==> src/status_led_regs.vh <==
// Purpose: timing and code constants for the status indicator block
// Assumes: 50 MHz system clock
// Notes: definitions only
`ifndef STATUS_LED_REGS_VH
`define STATUS_LED_REGS_VH
// --------------------------------------------------------------
// timing
// --------------------------------------------------------------
`define CLK_HZ 50000000
`define TICK_MS 1
`define MS_CYCLES ((`CLK_HZ / 1000) * `TICK_MS)
`define SLOW_PHASE_MS 500
`define FAST_PHASE_MS 125
`define CRASH_PULSES 3'h3
// --------------------------------------------------------------
// condition codes
// --------------------------------------------------------------
`define COND_OFF 3'h0
`define COND_RUN 3'h1
`define COND_FORMAT 3'h2
`define COND_UPD_IDLE 3'h3
`define COND_UPD_INST 3'h4
`define COND_ERROR 3'h5
`define COND_CRASH 3'h6
`endif
==> src/ms_tick_gen.v <==
// Purpose: free-running one-cycle millisecond tick
// Assumes: single system clock
// Notes: tick is a one-cycle enable, not a clock
`timescale 1ns/1ps
`default_nettype none
`include "status_led_regs.vh"
module ms_tick_gen #(
  parameter CYCLES = `MS_CYCLES
) (
  // clock and reset
  input wire clk_sys_i,
  input wire arst_n_i,
  // tick
  output reg tick_o
);
  reg [31:0] cnt_q;

  always @(posedge clk_sys_i or negedge arst_n_i)
  begin
    if (!arst_n_i)
    begin
      cnt_q <= 32'h0;
      tick_o <= 1'b0;
    end
    else if (cnt_q == CYCLES - 1)
    begin
      cnt_q <= 32'h0;
      tick_o <= 1'b1;
    end
    else
    begin
      cnt_q <= cnt_q + 32'h1;
      tick_o <= 1'b0;
    end
  end
endmodule
`default_nettype wire

==> src/status_led_pattern_gen.v <==
// Purpose: drive the two-colour system status indicator and the green
//          half of the network status indicator
// Assumes: condition inputs come from logic on clk_sys_i
// Notes: yellow and green never lit together
`timescale 1ns/1ps
`default_nettype none
`include "status_led_regs.vh"
module status_led_pattern_gen #(
  parameter MS_CYCLES = `MS_CYCLES,
  parameter SLOW_MS = `SLOW_PHASE_MS,
  parameter FAST_MS = `FAST_PHASE_MS
) (
  // clock and reset
  input wire clk_sys_i,
  input wire arst_n_i,
  // firmware and device condition
  input wire fw_reset_i,
  input wire fw_running_i,
  input wire fs_format_i,
  input wire sys_error_i,
  input wire fw_crash_i,
  input wire upd_idle_i,
  input wire upd_install_i,
  // network condition
  input wire net_cyclic_i,
  input wire net_flash_i,
  // indicator drives
  output reg system_status_indicator_yellow_o,
  output reg system_status_indicator_green_o,
  output reg network_status_indicator_green_o
);
  // ------------------------------------------------------------
  // millisecond tick
  // ------------------------------------------------------------
  wire tick;

  ms_tick_gen #(
    .CYCLES(MS_CYCLES)
  ) u_tick (
    .clk_sys_i(clk_sys_i),
    .arst_n_i(arst_n_i),
    .tick_o(tick)
  );

  // ------------------------------------------------------------
  // condition select
  // ------------------------------------------------------------
  reg [2:0] cond_d;

  // fw_reset_i beats crash: a lamp lit during reset would look like live firmware
  always @*
  begin
    if (fw_reset_i)
      cond_d = `COND_OFF;
    else if (fw_crash_i)
      cond_d = `COND_CRASH;
    else if (sys_error_i)
      cond_d = `COND_ERROR;
    else if (upd_install_i)
      cond_d = `COND_UPD_INST;
    else if (upd_idle_i)
      cond_d = `COND_UPD_IDLE;
    else if (fs_format_i)
      cond_d = `COND_FORMAT;
    else if (fw_running_i)
      cond_d = `COND_RUN;
    else
      cond_d = `COND_OFF;
  end

  // ------------------------------------------------------------
  // phase timing
  // ------------------------------------------------------------
  reg [2:0] cond_q;
  reg [9:0] ms_q;
  reg [2:0] step_q;
  reg [9:0] net_ms_q;
  reg net_on_q;
  wire [9:0] phase_len;
  wire [2:0] step_last;
  wire phase_end;

  // installing uses the short phase, every other pattern the long one
  assign phase_len = (cond_q == `COND_UPD_INST) ? FAST_MS[9:0] : SLOW_MS[9:0];
  // crash steps below the pulse count are yellow, the rest green; each has an on and an off half
  localparam [2:0] PULSES = `CRASH_PULSES;
  localparam [2:0] CRASH_LAST = PULSES + PULSES - 3'h1;

  // crash walks 2*3 pulses of on/off = 12 phases; the rest toggle two phases
  assign step_last = (cond_q == `COND_CRASH) ? CRASH_LAST : 3'h1;
  assign phase_end = tick && (ms_q == phase_len - 10'h1);

  reg half_q;

  always @(posedge clk_sys_i or negedge arst_n_i)
  begin
    if (!arst_n_i)
    begin
      cond_q <= `COND_OFF;
      ms_q <= 10'h0;
      step_q <= 3'h0;
      half_q <= 1'b0;
    end
    else if (cond_d != cond_q)
    begin
      // restart from first phase so a new state is visible at once
      cond_q <= cond_d;
      ms_q <= 10'h0;
      step_q <= 3'h0;
      half_q <= 1'b0;
    end
    else if (phase_end)
    begin
      ms_q <= 10'h0;
      if (cond_q == `COND_CRASH)
      begin
        half_q <= ~half_q;
        if (half_q)
          step_q <= (step_q == step_last) ? 3'h0 : step_q + 3'h1;
      end
      else
        step_q <= (step_q == step_last) ? 3'h0 : step_q + 3'h1;
    end
    else if (tick)
      ms_q <= ms_q + 10'h1;
  end

  // ------------------------------------------------------------
  // network flash timing
  // ------------------------------------------------------------
  // net_on_q idles high so a new flash request opens with the lit half
  always @(posedge clk_sys_i or negedge arst_n_i)
  begin
    if (!arst_n_i)
    begin
      net_ms_q <= 10'h0;
      net_on_q <= 1'b1;
    end
    else if (!net_flash_i)
    begin
      net_ms_q <= 10'h0;
      net_on_q <= 1'b1;
    end
    else if (tick)
    begin
      if (net_ms_q == SLOW_MS[9:0] - 10'h1)
      begin
        net_ms_q <= 10'h0;
        net_on_q <= ~net_on_q;
      end
      else
        net_ms_q <= net_ms_q + 10'h1;
    end
  end

  // ------------------------------------------------------------
  // lamp drive
  // ------------------------------------------------------------
  reg yel_d;
  reg grn_d;

  always @*
  begin
    yel_d = 1'b0;
    grn_d = 1'b0;
    case (cond_q)
      `COND_RUN:
        grn_d = 1'b1;
      `COND_FORMAT:
        grn_d = ~step_q[0];
      `COND_ERROR:
        yel_d = 1'b1;
      `COND_CRASH:
      begin
        yel_d = ~half_q && (step_q < PULSES);
        grn_d = ~half_q && (step_q >= PULSES);
      end
      `COND_UPD_IDLE,
      `COND_UPD_INST:
      begin
        yel_d = ~step_q[0];
        grn_d = step_q[0];
      end
      default:
      begin
        yel_d = 1'b0;
        grn_d = 1'b0;
      end
    endcase
  end

  // registered drives keep the lamp pins glitch-free while cond_q moves
  always @(posedge clk_sys_i or negedge arst_n_i)
  begin
    if (!arst_n_i)
    begin
      system_status_indicator_yellow_o <= 1'b0;
      system_status_indicator_green_o <= 1'b0;
      network_status_indicator_green_o <= 1'b0;
    end
    else
    begin
      system_status_indicator_yellow_o <= yel_d;
      system_status_indicator_green_o <= grn_d;
      network_status_indicator_green_o <= net_cyclic_i | (net_flash_i & net_on_q);
    end
  end
endmodule
`default_nettype wire

==> config.mk <==
export PLATFORM = sky130hd
export DESIGN_NAME = status_led_pattern_gen
export DESIGN_NICKNAME = d
export VERILOG_FILES = /design/src/ms_tick_gen.v /design/src/status_led_pattern_gen.v
export VERILOG_INCLUDE_DIRS = /design/src
export SDC_FILE = /design/constraint.sdc
export NUM_CORES = 1
export LEC_CHECK = 0
export ABC_AREA = 1
export BUFFER_PORTS_ARGS = -buffer_cell sky130_fd_sc_hd__buf_2
export CORE_ASPECT_RATIO = 0.7
export CORE_MARGIN = 2
export CORE_UTILIZATION = 40
export CTS_BUF_LIST = sky130_fd_sc_hd__clkbuf_8
export CTS_CLUSTER_SIZE = 16
export DETAILED_ROUTE_END_ITERATION = 6
export PLACE_DENSITY = 0.64
export SETUP_SLACK_MARGIN = 0.5
export SLEW_MARGIN = 40
export SYNTH_ARGS = -nofsm -noshare
export SYNTH_HDL_FRONTEND = slang
export SYNTH_HIERARCHICAL = 1
export SYNTH_SLANG_ARGS = --single-unit
==> constraint.sdc <==
create_clock -name clk_sys_i -period 1.7 [get_ports clk_sys_i]
set_input_delay 0.34 -clock clk_sys_i [delete_from_list [all_inputs] [get_ports clk_sys_i]]
set_output_delay 0.34 -clock clk_sys_i [all_outputs]
set_load 0.05 [all_outputs]
==> impl_results.md, run 1 <==
* Crit path kind: reg -> reg
* Tot GR Track Use at 22.2%
* Critical-path top delay cell: dfrtp_2
* Final Cycle Share at between 80% and 90%
* Total power draw at ~0.0036 W
* Hold Fails Final Rpt at 0
* Initial antenna violation count at 0
* Final WS setup at 0.170 ns
* Gate power share at roughly a tenth
* CTS Sinks at 64
* First-pass GRT wire length at between 15000 and 20000 um
* Total Nets Final at approximately 680
* Starting density of the core at 41.3%
* Final setup fails at 0
* Ratio of cells with drive above 1 in the final layout at 39.7%
* Yosys warnings at 6
* Max-cap viol count at 0
* Synth Cell Area at between 4000 and 5000 um^2
* Final hold slack at roughly 0.17 ns
* Max Clock Skew at ~0.012 ns
* Leak at slightly below 3 nW
* Hold/Removal Path Class: in -> reg
* Fmax at 0.654 GHz
* Post-synthesis sequential area ratio at 39.8%
* Status: completed
* Internal power at roughly 0.0027 W
* NetSw at 0.000893 W
* Worst EP required at between 1.5 and 2 ns
* Syn Inst Count at 561
* Switch share at between 20% and 30%
* Die W at 124 um
* Post-synth top cells: nand2_1, inv_1, nor2_1
* HPWL Detailed at ~6400 um
* Ant. Diodes at 0
* Post-Syn Nets at between 500 and 600
* Area leader, netlist: dfrtp_1
* CTS Buf Count at 9
* I/O Buffers at 13
* Via density at 5.14
* CP Capture Type: register
* Placer Congestion at 0.905
* Area share of the largest cell type after synthesis at 39.1%
* Setup WS pre-CTS at roughly 0.1 ns
* Vias in the first global route at just under 4000
* Peak VDD IR at 0.000819 V
* Clock buffer depth at 2
* CTS tree: done
* RSZ-0062 raised after global routing: yes
* Core footprint at roughly 9800 um^2
* #FFs+latches synth at 64
* Worst-Margin Slew at between 0.3 and 0.4 ns
* Async S/R FF share, synth at 100%
* First-pass DRT Iterations at 5
* Pwr dens at 610 nW/um^2
* Post-synth EDFFs at 0
* Startpoint Class: register
* FP Rows at 30
* Final WL at between 10000 and 15000 um
* Final slew viol count at 0
* I/O Pins at 14
* Max_slew headroom at 74.3%
* Avg Inst Size Synth at roughly 7.2 um^2
* Global route overflow at 0
* CP cell instances: buf_4 > nand2_4 > nand3_2 > nand2_4 > nand3_4 > nor2_4 > nand3b_1 > nand2_1
* Synth area leaders: dfrtp_1, nand2_1, inv_1
* Reg clk slew, reported paths at about 0.090 ns
* Die area at 10900 um^2
* CP Max Fanout at 8
* DR WL/cell at approximately 15 um
* Clk Latency, worst-skew pair at 0.36 ns
* Top_reg_cell synth: dfrtp_1
* Final TNS setup at 0 ns
* CP Data Arrival Time at about 1.8 ns
* Register share of total power at 43.5%
* Pin count of the biggest net entering global routing at 65
* Via count at 4100
* DRC Markers at 0
* Fin util at around 60%
* CP most frequent cell: nand2_4
* Worst path max stage delay at between 0.4 and 0.5 ns
* Antenna viol nets, final at 0
* Die Y-Extent at ~90 um
* Post-synthesis cell type count at 34
* P&R area growth vs syn at 45.2%
* Root buf cell: clkbuf_8
* CTS H-Tree Depth at 3
* Initial DRC count at 297
* Most common cell in the netlist: nand2_1
* Clock share of power at 46.8%
* Final Critical Period at roughly 1.5 ns
[area by class of cell]
type | instances | area (um^2)
Inverter | 88 | 348
Sequential cell | 64 | 1620
Multi-Input combinational cell | 403 | 2620
Timing Repair Buffer | 99 | 858
Clock inverter | 7 | 125
Fill cell | 794 | 3910
Clock buffer | 9 | 124
Tap cell | 128 | 160
[per-layer routing]
metal	vias up	routed length, um	global-route usage (%)	part of all wire (%)
met5	-	0	0	0
met2	159	5540	35.7	47
met1	1927	5040	29.1	43
li1	1971	-	-	-
met4	0	365	9.09	3.1
met3	43	781	5.21	6.7
[path summary, 6_finish.rpt]
kind / from / end / slack (ns) / cells past startpoint
hold reg to reg: net_on_q / net_on_q / 0.50 / 2
hold / removal: net_cyclic_i / network_status_indicator_green_o / 0.17 / 2
setup / recovery: cond_q[2] / step_q[1] / 0.17 / 8
setup reg to reg: cond_q[2] / step_q[1] / 0.17 / 8
max in group asynchronous: arst_n_i / u_tick/tick_o / 0.87 / 3
min in group asynchronous: arst_n_i / system_status_indicator_yellow_o / 0.50 / 3
[per-stage QoR]
stage	cells	instance area, um^2
2_1_floorplan	561	4080
3_3_place_gp	701	4310
3_5_place_dp	701	4310
4_1_cts	779	5400
5_1_grt	798	5850
6_report	798	5850
[cell families after synthesis]
logic type	Yosys count	synth area share (%)
adder cells (fa/ha/maj)	6	1.86
XOR/XNOR	23	5.00
AO/OA/AOI/OAI	26	4.10
AND/OR/NAND/NOR	346	39.2
flip-flops	64	39.8
buffers and inverters	96	10.1
[power by group through the flow]
stage	clock network [W]	registers, W	logic, W
final	0.00167	0.00155	0.000346
after global routing	0.00178	0.00155	0.000373
after CTS	0.00171	0.00155	0.000292
after detailed placement	0	0.00158	0.000209
after global placement	0	0.00158	0.000206
after floorplan	0	0.00160	0.000107
[critical path: cells and delay by family (launching register included)]
family | cells | cell delay, ns
flops | 1 | 0.46
buf+inv | 1 | 0.16
simple gates | 7 | 0.79
[timing repair]
| item | 4_1_cts | 5_1_grt |
|---|---|---|
| cloned | 3 | 1 |
| endpoints found under the setup margin | 59 | 61 |
| endpoints found under the hold margin | 29 | 0 |
| buffers inserted | 58 | 18 |
| gates resized for setup | 102 | 74 |
| pin swaps | 43 | 55 |
| hold buffers | 1 | 0 |
[flip-flops by register name (all words and copies together) (netlist names)]
signal                            cells
cond_q                                3
half_q                                1
ms_q                                 10
net_ms_q                             10
net_on_q                              1
network_status_indicator_green_o      1
step_q                                3
system_status_indicator_green_o       1
system_status_indicator_yellow_o      1
u_tick/cnt_q                         32
u_tick/tick_o                         1
[layout by cell type, fill, tap and decap left out, types with 4 or more instances in the layout]
master and count:
nand2_4 9, inv_1 74, nand2_2 22, a21oi_1 7, nor2_2 18, nand3_1 30
dfrtp_2 13, dfrtp_1 50, nor2_1 52, inv_4 4, inv_2 9, nand3b_1 7
nand2_1 133, nand3_4 6, buf_2 10, o21ai_1 5, clkbuf_8 9, xor2_1 14
nor3_4 4, nor2_4 26, nand4_1 14, buf_4 64, nand3_2 19, xnor2_1 6
buf_6 20
No activity file was read; power rests on OpenSTA's default activity.
==> run 2: changes to the inputs <==
--- a/config.mk
+++ b/config.mk
@@ -11,7 +11,7 @@
 export CORE_ASPECT_RATIO = 0.7
 export CORE_MARGIN = 2
 export CORE_UTILIZATION = 40
-export CTS_BUF_LIST = sky130_fd_sc_hd__clkbuf_8
+export CTS_BUF_LIST = sky130_fd_sc_hd__clkbuf_2
 export CTS_CLUSTER_SIZE = 16
 export DETAILED_ROUTE_END_ITERATION = 6
 export PLACE_DENSITY = 0.64
==> impl_results.md, run 2 (synthesized netlist as in run 1, its figures left out) <==
* CP Capture Type: register
* Ratio of cells with drive above 1 in the final layout at 40.8% (+1.1 points)
* Antenna viol nets, final at 0 (unchanged)
* Core footprint at 9760 um^2 (unchanged)
* Startpoint Class: register
* Crit path from: cond_q[2]
* Max reg flops at 32 (unchanged)
* Hold/Removal Path Class: in -> reg
* Max Clock Skew at 0.0365 ns (+0.0250 ns)
* Starting density of the core at 41.3% (unchanged)
* Total Nets Final at 684 (+0.29%)
* Max_slew headroom at 71.2% (-3.2 points)
* Final Cycle Share at 92.5% (+2.5 points)
* CP most frequent cell: nand2_1
* Multi-input gate area at 2630 um^2 (+0.43%)
* Hold Fails Final Rpt at 0 (unchanged)
* Pwr dens at 549 nW/um^2 (-9.9%)
* Die area at 10900 um^2 (unchanged)
* Fmax at 0.636 GHz (-2.7%)
* Leak at 2.89 nW (+0.14%)
* Reg2reg start: cond_q[2]
* Pin count of the biggest net entering global routing at 65 (unchanged)
* Reg clk slew, reported paths at 0.24 ns (+0.15 ns)
* CP Data Arrival Time at 2.07 ns (+0.29 ns)
* Crit path kind: reg -> reg
* CTS H-Tree Depth at 3 (unchanged)
* Peak VDD IR at 0.000508 V (-38%)
* Most frequent cells in the layout: nand2_1, inv_1, buf_4
* Global route overflow at 0 (unchanged)
* Die Y-Extent at 88.0 um (unchanged)
* Delay-heaviest family, CP: flip-flops
* CTS Sinks at 64 (unchanged)
* Final Critical Period at 1.57 ns (+0.0424 ns)
* Worst path max stage delay at 0.53 ns (+0.07 ns)
* Placed cell areas at 4310 um^2 (unchanged)
* Clk Latency, worst-skew pair at 0.58 ns (+0.22 ns)
* Final hold slack at 0.0508 ns (-0.121 ns)
* First-pass DRT Iterations at 5 (unchanged)
* Final WL at 12100 um (+3.1%)
* Status: completed
* RSZ-0062 raised after global routing: yes
* Fin area at 5840 um^2 (-0.19%)
* Final setup fails at 0 (unchanged)
* CP Max Fanout at 6 (-2)
* Commonest non-fill, non-tap cell in the layout: nand2_1
* Final TNS setup at 0 ns (unchanged)
* Die W at 124 um (unchanged)
* Critical-path top delay cell: dfrtp_2
* Initial DRC count at 228 (-23%)
* Register area at 1620 um^2 (+0.23%)
* Vias in the first global route at 3808 (-1.6%)
* Fillers at 791 (-0.38%)
* First-pass GRT wire length at 17800 um (-4.0%)
* Max-cap viol count at 0 (unchanged)
* P&R area growth vs syn at 45.0%
* Root buf cell: clkbuf_2
* Top flop regs: u_tick/cnt_q: 32 flops, ms_q: 10 flops, net_ms_q: 10 flops
* Clock buffer depth at 2 (unchanged)
* Final slew viol count at 0 (unchanged)
* Worst-Margin Slew at 0.432 ns (+0.0474 ns)
* Initial antenna violation count at 0 (unchanged)
* Ant. Diodes at 0 (unchanged)
* DRC Markers at 0 (unchanged)
* CP cell instances: inv_4 > nand2_1 > nand2_1 > nand3_2 > a21oi_4 > clkbuf_16 > nand3b_1 > nand2_1
* WP buf/inv at 2 (+1)
* CTS Buf Count at 9 (unchanged)
* Worst EP required at 2.20 ns (+0.25 ns)
* Register name with the most flops: u_tick/cnt_q
* I/O Pins at 14 (unchanged)
* Via count at 4129 (+0.71%)
* I/O Buffers at 13 (unchanged)
* FP Rows at 30 (unchanged)
* CTS tree: done
* DR WL/cell at 15.1 um (+2.9%)
* Tot GR Track Use at 21.3% (-0.94 points)
* Via density at 5.16 (+0.46%)
* Placer Congestion at 0.905 (unchanged)
* Hold path startpoint: fw_reset_i
* HPWL Detailed at 6380 um (unchanged)
* Total power draw at 0.00321 W (-10%)
-- run 2: layout make-up --
cell class	count	share of cell area, %
inverter	88	6.00
clock inverter	7	2.14
tap	128	2.74
clock buffer	9	0.772
multi-input combinational	402	45.0
sequential	64	27.8
timing repair buffer	102	15.6
-- run 2: routing by layer --
metal,global-route usage [%],wire length [um],up-vias
met2,34.7,5860,179
met5,0,0,-
met4,7.97,330,0
li1,-,-,1965
met3,5.60,702,45
met1,27.4,5200,1940
-- run 2: through the flow --
| stage | setup slack (ns) | utilization (%) | instances |
|---|---|---|---|
| after floorplan | 0.324 | - | 561 |
| after global placement | 0.170 | 44.1 | 701 |
| after detailed placement | 0.103 | 44.1 | 701 |
| after CTS | 0.195 | 54.9 | 779 |
| after global routing | 0.0443 | 59.8 | 800 |
| final | 0.128 | 59.8 | 800 |
-- run 2: worst paths after layout --
check	endpoint	slack, ns	depth (start not counted)
min reg2reg	net_on_q	0.52	2
max in group asynchronous	u_tick/cnt_q[8]	1.09	3
max reg2reg	step_q[1]	0.13	8
min	cond_q[0]	0.05	4
max	step_q[1]	0.13	8
min in group asynchronous	system_status_indicator_yellow_o	0.26	3
-- run 2: power breakdown --
group	internal (W)	leakage, nW	switching [W]
logic	0.000142	1.95	0.000203
registers	0.00154	0.841	0.0000141
clock network	0.000652	0.0975	0.000656
-- run 2: timing repair --
| item | CTS | global route |
|---|---|---|
| endpoints found under the setup margin | 59 | 60 |
| pin swaps | 52 | 43 |
| hold buffers | 3 | 0 |
| setup buffers | 58 | 18 |
| hold endpoints to repair | 65 | 0 |
| cloned | 1 | 3 |
| gates resized for setup | 118 | 68 |
-- run 2: worst reg2reg max path: stages (launching register included) --
cell and delay, ns:
dfrtp_2 0.53, inv_4 0.07, nand2_1 0.05, nand2_1 0.09
nand3_2 0.10, a21oi_4 0.29, clkbuf_16 0.22, nand3b_1 0.07
nand2_1 0.07
